[config.mk]
export PLATFORM = sky130hd
export DESIGN_NAME = pixel_link_device_flat
export DESIGN_NICKNAME = d
export VERILOG_FILES = /design/src/include/pixel_link_pkg.sv /design/src/include/pixel_link_if.sv /design/src/design/pixel_fifo.sv /design/src/design/pixel_link_device.sv /design/src/flat_wrapper.sv
export VERILOG_INCLUDE_DIRS = /design/src /design/src/include
export SDC_FILE = /design/constraint.sdc
export NUM_CORES = 1
export LEC_CHECK = 0
export BUFFER_PORTS_ARGS = -buffer_cell sky130_fd_sc_hd__buf_2
export CAP_MARGIN = 20
export CORE_MARGIN = 2
export CORE_UTILIZATION = 56
export DETAILED_ROUTE_END_ITERATION = 6
export PLACE_DENSITY = 0.76
export SLEW_MARGIN = 20
export SYNTH_ARGS = -nofsm -noshare
export SYNTH_HDL_FRONTEND = slang
export SYNTH_HIERARCHICAL = 1
export SYNTH_SLANG_ARGS = --single-unit
[constraint.sdc]
create_clock -name i_clock -period 5.5 [get_ports i_clock]
set_input_delay 1.1 -clock i_clock [delete_from_list [all_inputs] [get_ports i_clock]]
set_output_delay 1.1 -clock i_clock [all_outputs]
set_load 0.02 [all_outputs]
[src/include/pixel_link_regs.svh]
// Purpose: Constants for the parallel pixel link ends and their FIFO
// Assumes: One system clock of 50 MHz drives every flip-flop
// Notes: Field positions, counts and timing figures of the link are defined here
//
// Overview of operation
// - Carry 24 data, clock, three controls
// - Receiver locks alone after live insertion
// - Native map: red, green, blue bytes
// - 18-bit map, syncs on control lines
// - 18-bit map, syncs inside data word
// - Index 7 is colour MSB, 0 LSB
// - Edge select low captures on falling edge
// - Both configuration selects held low
// - Display samples on recovered clock edge
// - Edge select high captures on rising edge
// - Output strobe select low means falling strobe
`ifndef PIXEL_LINK_REGS_SVH
`define PIXEL_LINK_REGS_SVH

// Word widths
`define PIX_DATA_W 24
`define PIX_CTRL_W 3
`define LINK_WORD_W 27
`define FIFO_DEPTH 16

// Native 24-bit field positions
`define M24_RED_LSB 0
`define M24_GREEN_LSB 8
`define M24_BLUE_LSB 16

// 18-bit map, syncs on control lines
`define M18C_SPARE01_LSB 0
`define M18C_RED_LSB 2
`define M18C_SPARE23_LSB 8
`define M18C_GREEN_LSB 10
`define M18C_SPARE45_LSB 16
`define M18C_BLUE_LSB 18

// 18-bit map, syncs in the data word
`define M18E_RED_LSB 0
`define M18E_GREEN_LSB 6
`define M18E_BLUE_LSB 12
`define M18E_LSYNC_BIT 18
`define M18E_FSYNC_BIT 19
`define M18E_PVALID_BIT 20
`define M18E_SPARE_LSB 21

// Control line positions (lines 1, 2, 3)
`define CTRL_LSYNC_BIT 0
`define CTRL_FSYNC_BIT 1
`define CTRL_PVALID_BIT 2

// Strap values and reset values
`define CONFIG_COMPANION 2'h0
`define LINK_WORD_RESET 27'h000_0000

// Timing
`define CLK_PERIOD_NS 20
`define PIX_HALF_CYCLES 6
`define OUT_HALF_CYCLES 2
`define LOCK_EDGES 4
`define LOSS_TIME_NS 10000
`define LOSS_CYCLES (`LOSS_TIME_NS / `CLK_PERIOD_NS)
`define FIFO_MARGIN 4

`endif

[src/include/pixel_link_pkg.sv]
// Purpose: Types and colour mapping functions for the pixel link
// Assumes: pixel_link_regs.svh gives the field positions
// Notes: Six-bit colour modes use bits 5..0 of each component
`include "pixel_link_regs.svh"

package pixel_link_pkg;

  // Colour and data mapping scenarios
  typedef enum logic [1:0] {
    MAP_NATIVE_24 = 2'h0,
    MAP_18_CTRL = 2'h1,
    MAP_18_EMBED = 2'h2
  } map_mode_t;

  // One pixel on the user side, index 7 of a colour is its MSB
  typedef struct packed {
    logic [5:0] spare_signal;
    logic pixel_valid;
    logic frame_sync;
    logic line_sync;
    logic [7:0] blue;
    logic [7:0] green;
    logic [7:0] red;
  } pixel_t;

  // One word as it crosses the link
  typedef struct packed {
    logic [`PIX_CTRL_W-1:0] control_line;
    logic [`PIX_DATA_W-1:0] parallel_word;
  } link_word_t;

  // Pixel to link word for the chosen scenario
  function automatic link_word_t pack_pixel(map_mode_t m, pixel_t p);
    link_word_t w;
    w = '0;
    case (m)
      MAP_18_CTRL: begin
        w.parallel_word = {p.blue[5:0], p.spare_signal[5:4],
                           p.green[5:0], p.spare_signal[3:2],
                           p.red[5:0], p.spare_signal[1:0]};
        w.control_line = {p.pixel_valid, p.frame_sync,
                          p.line_sync};
      end
      MAP_18_EMBED: begin
        w.parallel_word = {p.spare_signal[2:0], p.pixel_valid,
                           p.frame_sync, p.line_sync, p.blue[5:0],
                           p.green[5:0], p.red[5:0]};
        w.control_line = 3'h0;
      end
      default: begin
        w.parallel_word = {p.blue, p.green, p.red};
        w.control_line = {p.pixel_valid, p.frame_sync,
                          p.line_sync};
      end
    endcase
    return w;
  endfunction

  // Link word back to a pixel for the chosen scenario
  function automatic pixel_t unpack_pixel(map_mode_t m, link_word_t w);
    pixel_t p;
    p = '0;
    case (m)
      MAP_18_CTRL: begin
        p.red[5:0] = w.parallel_word[`M18C_RED_LSB +: 6];
        p.green[5:0] = w.parallel_word[`M18C_GREEN_LSB +: 6];
        p.blue[5:0] = w.parallel_word[`M18C_BLUE_LSB +: 6];
        p.spare_signal = {w.parallel_word[`M18C_SPARE45_LSB +: 2],
                          w.parallel_word[`M18C_SPARE23_LSB +: 2],
                          w.parallel_word[`M18C_SPARE01_LSB +: 2]};
        p.line_sync = w.control_line[`CTRL_LSYNC_BIT];
        p.frame_sync = w.control_line[`CTRL_FSYNC_BIT];
        p.pixel_valid = w.control_line[`CTRL_PVALID_BIT];
      end
      MAP_18_EMBED: begin
        p.red[5:0] = w.parallel_word[`M18E_RED_LSB +: 6];
        p.green[5:0] = w.parallel_word[`M18E_GREEN_LSB +: 6];
        p.blue[5:0] = w.parallel_word[`M18E_BLUE_LSB +: 6];
        p.line_sync = w.parallel_word[`M18E_LSYNC_BIT];
        p.frame_sync = w.parallel_word[`M18E_FSYNC_BIT];
        p.pixel_valid = w.parallel_word[`M18E_PVALID_BIT];
        p.spare_signal[2:0] = w.parallel_word[`M18E_SPARE_LSB +: 3];
      end
      default: begin
        p.red = w.parallel_word[`M24_RED_LSB +: 8];
        p.green = w.parallel_word[`M24_GREEN_LSB +: 8];
        p.blue = w.parallel_word[`M24_BLUE_LSB +: 8];
        p.line_sync = w.control_line[`CTRL_LSYNC_BIT];
        p.frame_sync = w.control_line[`CTRL_FSYNC_BIT];
        p.pixel_valid = w.control_line[`CTRL_PVALID_BIT];
      end
    endcase
    return p;
  endfunction

endpackage

[src/include/pixel_link_if.sv]
// Purpose: Parallel pins between the link device and its partner
// Assumes: Both ends run on the same system clock
// Notes: Partner drives host pins, straps and display ready, device drives the rest
`include "pixel_link_regs.svh"

interface pixel_link_if;
  logic pixel_clock_in;
  logic [`PIX_DATA_W-1:0] parallel_word_in;
  logic [`PIX_CTRL_W-1:0] control_line_in;
  logic ser_edge_select;
  logic des_edge_select;
  logic [1:0] link_config;
  logic display_ready;
  logic link_ready;
  logic recovered_clock_out;
  logic [`PIX_DATA_W-1:0] parallel_word_out;
  logic [`PIX_CTRL_W-1:0] control_line_out;

  // Serializer and deserializer pair
  modport device (
    input pixel_clock_in, parallel_word_in, control_line_in,
    input ser_edge_select, des_edge_select, link_config, display_ready,
    output link_ready, recovered_clock_out, parallel_word_out,
    output control_line_out
  );

  // Host source and display target
  modport partner (
    output pixel_clock_in, parallel_word_in, control_line_in,
    output ser_edge_select, des_edge_select, link_config, display_ready,
    input link_ready, recovered_clock_out, parallel_word_out,
    input control_line_out
  );
endinterface

[src/design/pixel_fifo.sv]
// Purpose: Word FIFO between pixel capture and output strobing
// Assumes: Same clock on both sides
// Notes: Level output lets the writer stall its source early
module pixel_fifo #(
  parameter int WIDTH = 27,
  parameter int DEPTH = 16
) (
  input wire logic i_clock, // System clock
  input wire logic i_resetn, // Async reset, active low
  input wire logic i_clock_en, // Freezes state when low
  input wire logic [WIDTH-1:0] i_in_data, // Write data
  input wire logic i_in_valid, // Write request
  output logic o_in_ready, // Not full
  output logic [WIDTH-1:0] o_out_data, // Head word
  output logic o_out_valid, // Not empty
  input wire logic i_out_ready, // Read request
  output logic [$clog2(DEPTH):0] o_level // Words held
);
  localparam int AW = $clog2(DEPTH);

  logic [WIDTH-1:0] mem [DEPTH];
  logic [AW:0] wr_ptr;
  logic [AW:0] rd_ptr;
  wire push = i_in_valid && o_in_ready;
  wire pop = o_out_valid && i_out_ready;

  // Honest flags from pointer difference
  assign o_level = wr_ptr - rd_ptr;
  assign o_in_ready = (o_level != DEPTH[AW:0]);
  assign o_out_valid = (wr_ptr != rd_ptr);
  assign o_out_data = mem[rd_ptr[AW-1:0]];

  // Pointer update
  always_ff @(posedge i_clock or negedge i_resetn) begin
    if (!i_resetn) begin
      wr_ptr <= '0;
      rd_ptr <= '0;
    end else if (i_clock_en) begin
      if (push) wr_ptr <= wr_ptr + 1'h1;
      if (pop) rd_ptr <= rd_ptr + 1'h1;
    end
  end

  // Storage, no reset needed
  always_ff @(posedge i_clock) begin
    if (i_clock_en && push) mem[wr_ptr[AW-1:0]] <= i_in_data;
  end
endmodule

[src/design/pixel_link_device.sv]
// Purpose: Serializer capture and deserializer output of the pixel link
// Assumes: Pixel clock is a pin, sampled by the system clock
// Notes: Pixel clock half period must span at least four system clocks
`include "pixel_link_regs.svh"

module pixel_link_device
  import pixel_link_pkg::*;
(
  input wire logic i_clock, // System clock, 50 MHz
  input wire logic i_resetn, // Async reset, active low
  input wire logic i_clock_en, // Freezes all state when low
  pixel_link_if.device link, // Pins to host and display
  output logic o_locked, // Receiver lock state
  output logic o_overflow // Sticky: word lost on full FIFO
);

  // Output strobe sequence
  typedef enum logic [1:0] {
    OUT_IDLE = 2'h0,
    OUT_SETUP = 2'h1,
    OUT_STROBE = 2'h2
  } out_state_t;

  localparam int LVL_W = $clog2(`FIFO_DEPTH) + 1;

  logic [2:0] clk_sync;
  link_word_t data_pipe [3];
  logic pclk_level;
  logic ser_rising;
  logic des_rising;
  logic [2:0] edge_count;
  logic [9:0] idle_count;
  logic locked;
  logic overflow;
  logic link_ready;
  out_state_t state;
  out_state_t next_state;
  logic [2:0] half_count;
  logic rclk;
  link_word_t out_word;
  link_word_t fifo_out;
  logic fifo_in_ready;
  logic fifo_out_valid;
  logic [LVL_W-1:0] fifo_level;

  // Pin straps, held static by the system
  always_ff @(posedge i_clock or negedge i_resetn) begin
    if (!i_resetn) begin
      ser_rising <= 1'h0;
      des_rising <= 1'h0;
    end else if (i_clock_en) begin
      ser_rising <= link.ser_edge_select;
      des_rising <= link.des_edge_select;
    end
  end

  // Three-stage sampling of the pixel clock pin
  always_ff @(posedge i_clock or negedge i_resetn) begin
    if (!i_resetn) begin
      clk_sync <= 3'h7; // Pin resets high, so no false edge
    end else if (i_clock_en) begin
      clk_sync <= {clk_sync[1:0], link.pixel_clock_in};
    end
  end

  // Data delayed alongside the clock samples
  always_ff @(posedge i_clock or negedge i_resetn) begin
    if (!i_resetn) begin
      for (int i = 0; i < 3; i++) data_pipe[i] <= `LINK_WORD_RESET;
    end else if (i_clock_en) begin
      data_pipe[0] <= {link.control_line_in, link.parallel_word_in};
      data_pipe[1] <= data_pipe[0];
      data_pipe[2] <= data_pipe[1];
    end
  end

  // Edge counts once stages two and three agree
  wire stages_agree = (clk_sync[1] == clk_sync[2]);
  wire pclk_changed = stages_agree && (clk_sync[2] != pclk_level);
  wire pclk_rise = pclk_changed && clk_sync[2];
  wire pclk_fall = pclk_changed && !clk_sync[2];
  wire capture = ser_rising ? pclk_rise : pclk_fall;

  // Filtered pixel clock level
  always_ff @(posedge i_clock or negedge i_resetn) begin
    if (!i_resetn) begin
      pclk_level <= 1'h1;
    end else if (i_clock_en && pclk_changed) begin
      pclk_level <= clk_sync[2];
    end
  end

  // Lock after a run of edges, no reference or pattern needed
  wire lock_reached = (edge_count == 3'(`LOCK_EDGES - 1));
  wire link_lost = (idle_count == 10'(`LOSS_CYCLES - 1));

  // Lock tracker, drops on a long silence and relocks alone
  always_ff @(posedge i_clock or negedge i_resetn) begin
    if (!i_resetn) begin
      edge_count <= 3'h0;
      idle_count <= 10'h000;
      locked <= 1'h0;
    end else if (i_clock_en) begin
      if (capture) begin
        idle_count <= 10'h000;
        if (!locked) begin
          edge_count <= edge_count + 3'h1;
          if (lock_reached) locked <= 1'h1;
        end
      end else if (link_lost) begin
        locked <= 1'h0;
        edge_count <= 3'h0;
        idle_count <= 10'h000;
      end else if (locked) begin
        idle_count <= idle_count + 10'h001;
      end
    end
  end

  // Captured words enter the FIFO only while locked
  wire push = capture && locked;
  wire pop = (state == OUT_IDLE) && fifo_out_valid && link.display_ready;

  pixel_fifo #(
    .WIDTH(`LINK_WORD_W),
    .DEPTH(`FIFO_DEPTH)
  ) u_fifo (
    .i_clock(i_clock),
    .i_resetn(i_resetn),
    .i_clock_en(i_clock_en),
    .i_in_data(data_pipe[2]),
    .i_in_valid(push),
    .o_in_ready(fifo_in_ready),
    .o_out_data(fifo_out),
    .o_out_valid(fifo_out_valid),
    .i_out_ready(pop),
    .o_level(fifo_level)
  );

  // Source back-pressure and lost-word flag
  always_ff @(posedge i_clock or negedge i_resetn) begin
    if (!i_resetn) begin
      link_ready <= 1'h0;
      overflow <= 1'h0;
    end else if (i_clock_en) begin
      link_ready <= fifo_level < LVL_W'(`FIFO_DEPTH - `FIFO_MARGIN);
      if (push && !fifo_in_ready) overflow <= 1'h1;
    end
  end

  // Idle level of the recovered clock is the non-strobe level
  wire rclk_idle = !des_rising;
  wire half_done = (half_count == 3'(`OUT_HALF_CYCLES - 1));

  // Output sequence: present word, then make the strobe edge
  always_comb begin
    next_state = state;
    case (state)
      OUT_IDLE: if (pop) next_state = OUT_SETUP;
      OUT_SETUP: if (half_done) next_state = OUT_STROBE;
      OUT_STROBE: if (half_done) next_state = OUT_IDLE;
      default: next_state = OUT_IDLE;
    endcase
  end

  // Output state, timer and recovered clock
  always_ff @(posedge i_clock or negedge i_resetn) begin
    if (!i_resetn) begin
      state <= OUT_IDLE;
      half_count <= 3'h0;
      rclk <= 1'h1;
    end else if (i_clock_en) begin
      state <= next_state;
      if (state == OUT_IDLE || half_done) half_count <= 3'h0;
      else half_count <= half_count + 3'h1;
      if (state == OUT_SETUP && half_done) rclk <= !rclk_idle;
      else if (state != OUT_STROBE) rclk <= rclk_idle;
    end
  end

  // Output word stands from pop until the next pop
  always_ff @(posedge i_clock or negedge i_resetn) begin
    if (!i_resetn) begin
      out_word <= `LINK_WORD_RESET;
    end else if (i_clock_en && pop) begin
      out_word <= fifo_out;
    end
  end

  // Outputs straight from flip-flops
  assign link.recovered_clock_out = rclk;
  assign link.parallel_word_out = out_word.parallel_word;
  assign link.control_line_out = out_word.control_line;
  assign link.link_ready = link_ready;
  assign o_locked = locked;
  assign o_overflow = overflow;

endmodule

[src/flat_wrapper.sv]
// flat-port wrapper written by rule: the top's interface ports become plain ports
module pixel_link_device_flat import pixel_link_pkg::*;
  (i_clock, i_resetn, i_clock_en, o_locked, o_overflow, link_pixel_clock_in, link_parallel_word_in, link_control_line_in, link_ser_edge_select, link_des_edge_select, link_link_config, link_display_ready, link_link_ready, link_recovered_clock_out, link_parallel_word_out, link_control_line_out);
  pixel_link_if link_i ();
  input wire logic i_clock;
  input wire logic i_resetn;
  input wire logic i_clock_en;
  output logic o_locked;
  output logic o_overflow;
  input wire logic [$bits(link_i.pixel_clock_in)-1:0] link_pixel_clock_in;
  input wire logic [$bits(link_i.parallel_word_in)-1:0] link_parallel_word_in;
  input wire logic [$bits(link_i.control_line_in)-1:0] link_control_line_in;
  input wire logic [$bits(link_i.ser_edge_select)-1:0] link_ser_edge_select;
  input wire logic [$bits(link_i.des_edge_select)-1:0] link_des_edge_select;
  input wire logic [$bits(link_i.link_config)-1:0] link_link_config;
  input wire logic [$bits(link_i.display_ready)-1:0] link_display_ready;
  output wire logic [$bits(link_i.link_ready)-1:0] link_link_ready;
  output wire logic [$bits(link_i.recovered_clock_out)-1:0] link_recovered_clock_out;
  output wire logic [$bits(link_i.parallel_word_out)-1:0] link_parallel_word_out;
  output wire logic [$bits(link_i.control_line_out)-1:0] link_control_line_out;
  assign link_i.pixel_clock_in = link_pixel_clock_in;
  assign link_i.parallel_word_in = link_parallel_word_in;
  assign link_i.control_line_in = link_control_line_in;
  assign link_i.ser_edge_select = link_ser_edge_select;
  assign link_i.des_edge_select = link_des_edge_select;
  assign link_i.link_config = link_link_config;
  assign link_i.display_ready = link_display_ready;
  assign link_link_ready = link_i.link_ready;
  assign link_recovered_clock_out = link_i.recovered_clock_out;
  assign link_parallel_word_out = link_i.parallel_word_out;
  assign link_control_line_out = link_i.control_line_out;
  pixel_link_device u_core (.i_clock(i_clock), .i_resetn(i_resetn), .i_clock_en(i_clock_en), .link(link_i), .o_locked(o_locked), .o_overflow(o_overflow));
endmodule
### Yosys cells after proc, flatten, opt, wreduce, memory -nomap -nowiden

Memory sizes are Yosys's and may differ from the RTL's. A register that Yosys moved wholly into a read port is not among the register bits.
Cells that the tools add are included.

| cells by class | value |
|---|---|
| bitwise operators | 0 |
| reductions and logical operators | 30 |
| add/subtract/negate cells | 6 |
| div/mod/pow operators | 0 |
| eq/ne operators | 14 |
| mux-type cells | 20 |
| shifts and indexed selects | 0 |
| order comparisons | 1 |
| multipliers | 0 |

Operators by type and width:

| operator | number |
|---|---|
| 2-to-1 mux 10 bit | 3 |
| logical AND 1 bit | 13 |
| 2-to-1 mux 3 bit | 4 |
| AND reduction 2 bit | 6 |
| adder 10 x 1 -> 10 bit (second input constant) | 1 |
| adder 5 x 1 -> 5 bit (second input constant) | 2 |
| == test 10 x 9 -> 1 bit (second input constant) | 1 |
| 2-to-1 mux 1 bit | 9 |
| adder 3 x 1 -> 3 bit (second input constant) | 2 |
| 2-to-1 mux 2 bit | 3 |
| != test 2 x 1 -> 1 bit (second input constant) | 3 |
| one-hot mux 2 bit (3 select lines) | 1 |
| < comparator 5 x 4 -> 1 bit (second input constant) | 1 |
| != test 5 bit | 1 |
| != test 5 bit (second input constant) | 1 |
| subtractor 5 bit | 1 |
| logical NOT 1 bit | 4 |
| != test 2 bit (second input constant) | 2 |
| AND reduction 4 bit | 1 |
| nonzero test 2 bit | 2 |
| == test 3 x 1 -> 1 bit (second input constant) | 1 |
| == test 3 x 2 -> 1 bit (second input constant) | 1 |
| AND reduction 3 bit | 1 |
| nonzero test 3 bit | 1 |
| 6 further kinds | 6 |

| storage, ports and cells | value |
|---|---|
| input bits | 36 |
| memory bits (read-only) | 0 |
| memory bits (writable) | 432 |
| logic and storage cells | 92 |
| flip-flop bits (word level) | 119 |
| bits in latches | 0 |
| memories kept | 1 |

Memories:

| name | depth | bits a word | read ports | clocked after Yosys merged registers in | write ports | line | text |
|---|---|---|---|---|---|---|---|
| u_core.u_fifo.mem | 16 | 27 | 1 | 1 | 1 | pixel_fifo.sv:21 | `logic [WIDTH-1:0] mem [DEPTH];` |

### Depth between registers and ports, before layout

Gate-level depths: netlist of run 1.

| depth | value |
|---|---|
| word-level depth | 9 |
| gate-level depth with buffers | 11 |

### Modules after synthesis

Netlist of run 1, hierarchy kept.

By module, submodules not included:

| module | seq. area each (µm²) | times used | cells an instance | area an instance (µm²) |
|---|---|---|---|---|
| pixel_fifo | 13222.7 | 1 | 829 | 17154.0 |
| pixel_link_device | 3409.5 | 1 | 376 | 5484.0 |

### Worst setup path before layout of run 1

No wires, ideal clock.

| timing | value |
|---|---|
| path type | register -> register |
| start point | reg u_core.u_fifo.rd_ptr[2] |
| end point | mem u_core.u_fifo.mem[3][0] (enable) |
| required time | 5.021 ns |
| path slack | 0.330 ns |
| stages on the path, launching flop included | 9 |
| buffers on the path | 2 |
| setup time | 0.479 ns |
| clock period less this slack | 5.170 ns |
| data arrival time | 4.691 ns |
| cells stage by stage | dfrtp_1 buf_1 inv_2 buf_1 ha_1 and3b_1 o21ai_0 a2111oi_4 nor4_1 |

| on the way | value |
|---|---|
| longest elaborated chain between the ends | 6 |

Ends and longest elaborated chain:

| item | line | text |
|---|---|---|
| start, declared | pixel_fifo.sv:23 | `logic [AW:0] rd_ptr;` |
| start signal, assigned | pixel_fifo.sv:40 | `if (pop) rd_ptr <= rd_ptr + 1'h1;` |
| subtractor 5 bit | pixel_fifo.sv:28 | `assign o_level = wr_ptr - rd_ptr;` |
| != test 5 bit | pixel_fifo.sv:29 | `assign o_in_ready = (o_level != DEPTH[AW:0]);` |
| logical AND 1 bit | pixel_fifo.sv:24 | `wire push = i_in_valid && o_in_ready;` |
| logical AND 1 bit | pixel_fifo.sv:46 | `if (i_clock_en && push) mem[wr_ptr[AW-1:0]] <= i_in_data;` |
| 2-to-1 mux 1 bit | pixel_fifo.sv:46 |  |
| 2-to-1 mux 1 bit (implied by the code) | pixel_fifo.sv:46 |  |
| end, declared | pixel_fifo.sv:21 |  |

No other way between the ends.

### Worst setup path after layout of run 1

| timing | value |
|---|---|
| start point | reg u_core.u_fifo.rd_ptr[1] |
| end point | mem u_core.u_fifo.mem[8][7] (enable) |

The elaborated chain is that of the path after synthesis.

==> results of run 1 <==
## power by group
part	switching [W]	total [W]	internal, W
registers	0.000433	0.00558	0.00515
clock network	0.00156	0.00376	0.00220
logic	0.00156	0.00296	0.00140
total	0.00356	0.0123	0.00875
## synth_stat cells, types with 6 or more instances
| master | n | area, µm² |
|---|---|---|
| a21oi_1 | 6 | 30.0 |
| a31oi_1 | 30 | 188 |
| and3_1 | 41 | 257 |
| buf_1 | 8 | 30.0 |
| buf_2 | 23 | 115 |
| clkbuf_1 | 25 | 93.8 |
| dfrtp_1 | 141 | 3530 |
| edfxtp_1 | 432 | 13000 |
| ha_1 | 14 | 175 |
| inv_1 | 21 | 78.8 |
| mux2_2 | 115 | 1290 |
| mux4_2 | 108 | 2430 |
| nand2_1 | 120 | 450 |
| nand3_1 | 10 | 50.1 |
| nor2_1 | 8 | 30.0 |
| o21ai_0 | 14 | 70.1 |
| xnor2_1 | 6 | 52.6 |
| xor2_1 | 7 | 61.3 |
## layout make-up
cell class | count | area (µm²)
Sequential cell | 578 | 16600
Fill cell | 2703 | 14400
Multi-Input combinational cell | 546 | 5670
Clock buffer | 82 | 1630
Tap cell | 525 | 657
Timing Repair Buffer | 90 | 537
Clock inverter | 24 | 211
Inverter | 22 | 82.6
Antenna cell | 2 | 5.00
## through the flow
step	worst slack (ns)	hold WS, ns
after floorplan	0.330	0.462
after CTS	1.36	0.495
after detailed placement	1.37	0.483
after global routing	1.13	0.507
final	1.33	0.493
after global placement	1.48	0.475
## state kept, by name, summed over array words and instances, names as in the netlist
register,flops
u_core/des_rising,1
u_core/data_pipe,81
u_core/u_fifo/mem,432
u_core/link.parallel_word_out,24
u_core/clk_sync,3
u_core/u_fifo/rd_ptr,5
u_core/link.control_line_out,3
u_core/pclk_level,1
u_core/half_count,3
u_core/u_fifo/wr_ptr,5
u_core/idle_count,10
u_core/edge_count,3
u_core/o_locked,1
u_core/state,2
u_core/link.link_ready,1
u_core/ser_rising,1
u_core/o_overflow,1
u_core/link.recovered_clock_out,1
## worst max-delay path, stage by stage, from the launching register on
cell	delay, ns
dfrtp_2	0.82
inv_1	0.23
ha_1	0.34
and3b_1	0.20
o21ai_0	0.32
a2111oi_4	0.19
nor2_2	0.48
and3_1	0.81
buf_4	0.43
## cells by family after synthesis
group | synth area share, %
compound gates | 2.17
xor+xnor | 0.575
buf+inv | 1.55
fa+ha+maj | 0.862
simple gates | 4.84
flops | 73.5
mux | 16.5
## path summary, 6_finish.rpt
check | start | slack, ns | end | depth (start not counted)
worst min register to register | u_core/u_fifo/wr_ptr[4] | 0.49 | u_core/u_fifo/wr_ptr[4] | 1
worst max register to register | u_core/u_fifo/rd_ptr[1] | 1.33 | u_core/u_fifo/mem[8][7] | 8
min in group asynchronous | i_resetn | 0.51 | u_core/idle_count[9] | 1
worst min-delay path | u_core/u_fifo/wr_ptr[4] | 0.49 | u_core/u_fifo/wr_ptr[4] | 1
worst max-delay path | u_core/u_fifo/rd_ptr[1] | 1.33 | u_core/u_fifo/mem[8][7] | 8
max in group asynchronous | i_resetn | 3.92 | u_core/link.parallel_word_out[7] | 2
## placed cells by master, fill, tap and decap left out, types with 26 or more instances in the layout
cell type / n
dfrtp_1: 138
a31oi_1: 30
mux2_2: 115
buf_4: 26
nand2_1: 120
edfxtp_1: 432
mux4_2: 108
buf_2: 62
and3_1: 41
clkbuf_16: 57
## layer usage
metal	up-vias	wire (µm)	global-route usage (%)	part of all wire (%)
li1	4914	-	-	-
met1	5961	19000	31.5	42
met2	426	22700	37.0	50
met3	75	2980	3.90	6.5
met4	0	1030	6.55	2.2
met5	-	0	0	0
==> metrics, run 1 <==
die area=0.0420 mm²; CTS tree=done; Crit path required time=5.76 ns; DP Area=0.0236 mm²; Die Ht=between 200 and 250 µm; CTS sink count=578; total detailed-routing wirelength=45700 µm; Setup TNS Final=0 ns; DRC=0; Antenna Nets Post-Route=0; num rows=73; vias in the first global route=11700; Pre-antenna DRT Iters=5; hold crit path type=reg -> reg; drt via density=6.09; synthesized flop and latch total=578; Post-synth EDFFs=about 430; CTS buffer count=56; H-tree Lvls=2; MaxCap Viol Count=0; dpl hpwl=24200 µm; YS warnings=6; Max transition margin=between 30% and 40%; clk_skew=0.0194 ns; Worst setup EP type=flip-flop; Syn Inst Count=around 1200; Nets=1345; Placer Congestion=0.789; initial antenna violation count=3; Fin. Hold Viols=0; grt ovf=0; fraction of layout cells with a size suffix above 1=31.7%; Vias=between 10000 and 15000; pins over their slew limit=0; first-pass GRT wire length=70000 µm; GR Util All Layers=22.5%; largest net degree at the start of global routing=112; Max Buffers Root-to-Sink=3; FFs w/ async S/R, synth=25.3%; placeable core area=roughly 0.04 mm²; Cells after DPL=roughly 1800; Wirelength per Cell=24.4 µm; Post-Syn Area per Cell=18.8 µm²; minimum clock period=between 4 and 5 ns; post-cts resize count=0; Initial DRC Count=about 980; Primary FF master, synth=edfxtp_1; RSZ-0062 raised after global routing=false; clock latency at the later pin of the worst-skew pair=~0.59 ns; register area share after synthesis=73.5%; setup bufs post-CTS=0; Layout Cells excl Fill=1869; crit path DAT=4.42 ns; fin util=63.9%; Synth Cell Area=around 0.023 mm²; CP startpoint kind=flip-flop; Leak=roughly 9 nW; Max Fclk=240 MHz; Critical Path Fanout Max=28; maximum vdd drop=0.000494 V; clock transition at the registers of the reported paths=approximately 0.06 ns; Tightest Pin Transition=0.971 ns; Die Wd=205 µm; Tot Pwr=between 0.01 and 0.015 W; Final setup viols=0; Layout area overhead=12.3%; run status=finished clean; syn nets=1256; fin area=0.0254 mm²; Starting Density=56.8%; Pwr Density=484 mW/mm²; fin crit share=between 70% and 80%; Port Buffer Count=between 60 and 70; CTS Hold Bufs=0; clk root buf=clkbuf_16; unique cell type count in the Yosys netlist=a little under 60; I/O pin cnt=67; crit path kind=reg -> reg
Power figures use the tool's default switching activity.
==> run 2, diff against run 1 <==
--- a/config.mk
+++ b/config.mk
@@ -9,9 +9,9 @@
 export BUFFER_PORTS_ARGS = -buffer_cell sky130_fd_sc_hd__buf_2
 export CAP_MARGIN = 20
 export CORE_MARGIN = 2
-export CORE_UTILIZATION = 56
+export CORE_UTILIZATION = 60
 export DETAILED_ROUTE_END_ITERATION = 6
-export PLACE_DENSITY = 0.76
+export PLACE_DENSITY = 0.77
 export SLEW_MARGIN = 20
 export SYNTH_ARGS = -nofsm -noshare
 export SYNTH_HDL_FRONTEND = slang
==> constraint.sdc (replaced) <==
create_clock -name i_clock -period 3.95 [get_ports i_clock]
set_input_delay 0.79 -clock i_clock [delete_from_list [all_inputs] [get_ports i_clock]]
set_output_delay 0.79 -clock i_clock [all_outputs]
set_load 0.02 [all_outputs]
==> run 2 against run 1 <==
  * Sequential power grew 38%
  * Highest routed layer unchanged
  * Final cell count shrank 0.54%
  * Wire length shrank 2.7%
  * Worst hold slack lost 0.29 ns
  * Global-route usage grew 1.2 points
  * Via count shrank 0.92%
  * Flip-flop and latch count is the same
  * Core utilization grew 4.4 points
  * Final area grew 0.32%
  * Die area shrank 6.5%
  * First-iteration DRC count grew 1.1%
  * Clock power grew 37%
==> metrics, run 2 (synthesized netlist as in run 1, its figures left out) <==
dpl hpwl=24600 µm; H-tree Lvls=2; largest net degree at the start of global routing=roughly 110; placeable core area=0.0374 mm²; Final setup viols=0; Int Power=roughly 0.012 W; Nets=1355; grt ovf=0; Crit path largest cell delay=0.50 ns; clock latency at the later pin of the worst-skew pair=around 0.59 ns; clock transition at the registers of the reported paths=0.06 ns; pins over their slew limit=0; layout filler cell count=approximately 2300; Vias=~11000; crit path DAT=3.82 ns; Placer Congestion=0.745; fraction of layout cells with a size suffix above 1=31.7%; fin crit share=88.1%; num rows=71; Reg power frac=between 40% and 50%; Max transition margin=roughly 34%; Leak=9.08 nW; Pwr Density=~670 mW/mm²; part of the power in combinational logic=about a quarter; maximum vdd drop=0.000533 V; Net Switching=0.00497 W; Port Buffer Count=64; setup bufs post-CTS=0; sw frac=29.0%; Max Fclk=287 MHz; Die Wd=198 µm; CTS tree=done; vias in the first global route=around 12000; drt via density=6.06; Setup TNS Final=0 ns; clock power share=30.1%; Tightest Pin Transition=0.988 ns; CP top delay family=simple AND/OR/NAND/NOR gates; ANT cells=0; Die Ht=198 µm; GR Util All Layers=23.8%; Layout area overhead=12.7%; RSZ-0062 raised after global routing=false; commonest cells after routing, fill and taps aside=edfxtp_1 (432), dfrtp_1 (138), nand2_1 (120); minimum clock period=3.48 ns; Worst setup EP type=flip-flop; I/O pin cnt=67; Crit path required time=approximately 4.3 ns; CP startpoint kind=flip-flop; CTS buffer count=54; critical path cell sequence=inv_1 -> ha_1 -> inv_1 -> fa_1 -> xor2_1 -> or3_1 -> a2111oi_4 -> nor2_2 -> and3_1 -> buf_12; Crit path top cell by count=inv_1; first-pass GRT wire length=68600 µm; max reg flops=432; CTS sink count=between 500 and 600; flop2flop setup slack=0.47 ns; most common cell after layout, fill and taps aside=edfxtp_1; clk_skew=0.0143 ns; CTS Hold Bufs=0; total detailed-routing wirelength=about 44000 µm; Max Buffers Root-to-Sink=3; clk root buf=clkbuf_16; Worst path slowest cell=a2111oi_4; hold crit path type=in -> async; post-cts resize count=0; MaxCap Viol Count=0; run status=finished clean; initial antenna violation count=0; Pre-antenna DRT Iters=7; Critical Path Fanout Max=19; Wirelength per Cell=23.9 µm; Starting Density=roughly three fifths; crit path kind=reg -> reg; Antenna Nets Post-Route=0; Tot Pwr=0.0171 W; Worst Path Buf+Inv=3; Initial DRC Count=986; Fin. Hold Viols=0; DRC=0; die area=0.0393 mm²
-- run 2: worst paths after layout --
path | depth (start not counted) | start | end
hold reg to reg | 1 | u_core/u_fifo/rd_ptr[4] | u_core/u_fifo/rd_ptr[4]
setup / recovery | 10 | u_core/u_fifo/wr_ptr[0] | u_core/u_fifo/mem[12][3]
min in group i_clock | 2 | link_parallel_word_in[23] | u_core/data_pipe[77]
setup reg to reg | 10 | u_core/u_fifo/wr_ptr[0] | u_core/u_fifo/mem[12][3]
max in group asynchronous | 2 | i_resetn | u_core/clk_sync[1]
hold / removal | 1 | i_resetn | u_core/link.parallel_word_out[11]
-- run 2: cell type report --
type	count	area (µm²)	area share, %
tap	511	639	2.51
timing repair buffer	102	693	2.72
clock inverter	21	236	0.927
sequential	578	16600	65.2
inverter	22	82.6	0.324
clock buffer	79	1540	6.03
multi-input combinational	546	5680	22.3
-- run 2: worst reg2reg max path, cell delays in order, from the launching register on --
cell and delay, ns:
dfrtp_1 0.42, inv_1 0.18, ha_1 0.21, inv_1 0.07, fa_1 0.39, xor2_1 0.18, or3_1 0.37, a2111oi_4 0.50
nor2_2 0.22, and3_1 0.41, buf_12 0.27
-- run 2: power groups by stage --
stage                     clock network [W]  logic, W  registers (W)
after CTS                           0.00526   0.00435        0.00769
final                               0.00516   0.00430        0.00769
after global routing                0.00548   0.00467        0.00777
after global placement                    0   0.00423        0.00776
after detailed placement                  0   0.00430        0.00781
after floorplan                           0   0.00303        0.00779
-- run 2: per-stage QoR --
stage	hold slack, ns	cells	cell area [µm²]	setup WS (ns)	util (%)
5_1_grt	0.294	1859	25500	0.310	68.2
6_report	0.202	1859	25500	0.468	68.2
2_1_floorplan	0.462	1205	22700	0.314	-
3_5_place_dp	0.483	1759	23700	0.505	63.5
4_1_cts	0.297	1859	25500	0.470	68.2
3_3_place_gp	0.476	1758	23700	0.493	63.4
-- run 2: routing by layer --
| layer | share of wire, % | vias to the layer above | global-route usage (%) |
|---|---|---|---|
| met1 | 42 | 5876 | 34.0 |
| met3 | 5.9 | 80 | 3.59 |
| met5 | 0 | - | 0 |
| met4 | 2.5 | 0 | 7.96 |
| met2 | 49 | 372 | 38.2 |
| li1 | - | 4943 | - |
==> run 3, diff against run 2 <==
--- a/config.mk
+++ b/config.mk
@@ -11,7 +11,9 @@
 export CORE_MARGIN = 2
 export CORE_UTILIZATION = 60
 export DETAILED_ROUTE_END_ITERATION = 6
+export GPL_ROUTABILITY_DRIVEN = 0
 export PLACE_DENSITY = 0.77
+export SETUP_SLACK_MARGIN = 0.2
 export SLEW_MARGIN = 20
 export SYNTH_ARGS = -nofsm -noshare
 export SYNTH_HDL_FRONTEND = slang
==> constraint.sdc (replaced) <==
create_clock -name i_clock -period 3.3 [get_ports i_clock]
set_input_delay 0.66 -clock i_clock [delete_from_list [all_inputs] [get_ports i_clock]]
set_output_delay 0.66 -clock i_clock [all_outputs]
set_load 0.02 [all_outputs]
==> run 3 against run 2 <==
  * Flip-flop and latch count unchanged
  * Final cell count is the same
  * Sequential power is 19% higher
  * First-iteration DRC count is 17% lower
  * Final area about the same
  * Core utilization is essentially flat
  * Setup slack got worse by 0.12 ns
  * Critical path depth grew 1
  * Register-to-register slack worse by 0.12 ns
  * Clock power rose by 18%
  * Clock-buffer cell count is 1 higher
==> metrics, run 3 (synthesized netlist as in run 1, its figures left out) <==
grt ovf=0; largest net degree at the start of global routing=112; RSZ-0062 raised after global routing=false; MaxCap Viol Count=0; Antenna Nets Post-Route=0; most common cell after layout, fill and taps aside=edfxtp_1; Pre-antenna DRT Iters=5; Leak=approximately 9.0 nW; CTS tree=done; hold crit path type=in -> async; Initial DRC Count=814; Crit path required time=3.58 ns; clock latency at the later pin of the worst-skew pair=0.60 ns; Starting Density=60.5%; Layout area overhead=12.6%; CTS sink count=578; crit path kind=reg -> reg; Critical Path Fanout Max=27; dpl hpwl=23900 µm; CTS buffer count=56; Vias=between 10000 and 15000; max reg flops=432; num rows=71; die area=0.0393 mm²; Pwr Density=between 800 and 900 mW/mm²; Max Fclk=roughly 340 MHz; Max transition margin=31.1%; initial antenna violation count=0; maximum vdd drop=0.000822 V; clock transition at the registers of the reported paths=0.06 ns; CTS Hold Bufs=0; Tot Pwr=0.0205 W; Max Buffers Root-to-Sink=3; Die Wd=198 µm; Tightest Pin Transition=1.03 ns; vias in the first global route=11800; DRC=0; Wirelength per Cell=between 20 and 25 µm; clk root buf=clkbuf_16; fin util=68.2%; H-tree Lvls=2; total detailed-routing wirelength=around 44000 µm; minimum clock period=approximately 3.0 ns; clk_skew=0.0257 ns; pins over their slew limit=0; Nets=1351; placeable core area=0.0374 mm²; fin crit share=89.5%; hold_ws=0.0646 ns; GR Util All Layers=23.4%; layout filler cell count=2393; Fin. Hold Viols=0; drt via density=6.13; Die Ht=a little under 200 µm; first-pass GRT wire length=68500 µm; Final setup viols=0; fraction of layout cells with a size suffix above 1=32.1%; crit path DAT=3.24 ns; CP startpoint kind=flip-flop; I/O pin cnt=67; commonest cells after routing, fill and taps aside=edfxtp_1 (432), dfrtp_1 (138), nand2_1 (120); run status=finished clean; Worst setup EP type=flip-flop; Port Buffer Count=64
==> run 3: changes by cell type in the layout (fill, tap and decap cells not counted), moves of 2 or more <==
| cell | change |
|---|---|
| clkbuf_4 | +2 |
| and3_4 | +9 |
| buf_4 | -5 |
| clkinv_1 | +4 |
| clkbuf_8 | -4 |
| and3_1 | -12 |
| clkbuf_1 | +3 |
| and3_2 | +4 |
| and2_1 | -2 |
| and2_4 | +2 |
==> run 3: metrics by stage <==
step	std cells	area, µm²	setup slack, ns	setup TNS [ns]
6_report	1859	25500	0.346	0
5_1_grt	1858	25500	0.207	0
4_1_cts	1857	25500	0.227	0
3_5_place_dp	1749	23700	-0.0116	-0.359
3_3_place_gp	1749	23700	0.0566	0
2_1_floorplan	1205	22700	0.107	0
==> run 3: critical path, stage by stage, from the launching register on <==
cell       delay (ns)
dfrtp_1          0.37
inv_1            0.07
ha_1             0.16
inv_1            0.05
fa_1             0.40
xor2_1           0.19
or3_1            0.35
a2111oi_4        0.38
buf_4            0.22
buf_4            0.12
nor4_4           0.03
buf_4            0.29
==> run 3: repair_timing <==
| item | in CTS | in global routing |
|---|---|---|
| resized for setup | 11 | 1 |
| endpoints found under the setup margin | 374 | 316 |
| pin swaps | 3 | 1 |
| setup buffers | 3 | 0 |
| cloned | 0 | 1 |
==> run 3: path summary, 6_finish.rpt <==
check,start,end,slack [ns],depth (start not counted)
worst max-delay path,u_core/u_fifo/wr_ptr[0],u_core/u_fifo/mem[3][8],0.35,11
worst min-delay path,i_resetn,u_core/idle_count[1],0.06,1
worst max register to register,u_core/u_fifo/wr_ptr[0],u_core/u_fifo/mem[3][8],0.35,11
worst min register to register,u_core/u_fifo/wr_ptr[4],u_core/u_fifo/wr_ptr[4],0.49,1
max in group asynchronous,i_resetn,u_core/link.recovered_clock_out,2.35,2
min in group i_clock,link_parallel_word_in[7],u_core/data_pipe[61],0.29,2
==> run 3: cell type report <==
class,count,area [µm²],share of cell area (%)
flip-flops and latches,578,16600,65.3
multi-input cells,547,5750,22.5
clock buffers,80,1510,5.92
well taps,511,639,2.51
repair buffers,95,624,2.45
clock inverters,25,249,0.977
inverters,22,82.6,0.324
diodes,1,2.50,0.00982
==> run 3: where the power goes <==
| group | total (W) | switching (W) | internal (W) |
|---|---|---|---|
| clock | 0.00610 | 0.00259 | 0.00350 |
| combinational | 0.00521 | 0.00281 | 0.00240 |
| sequential | 0.00918 | 0.000592 | 0.00859 |
==> run 3: metal layers <==
metal  vias up  track usage, %  share of wire, %
met4         0            6.68               2.3
met1      5962            32.9                41
met2       416            38.3                50
met5         -               0                 0
li1       4941               -                 -
met3        79            4.14               6.6
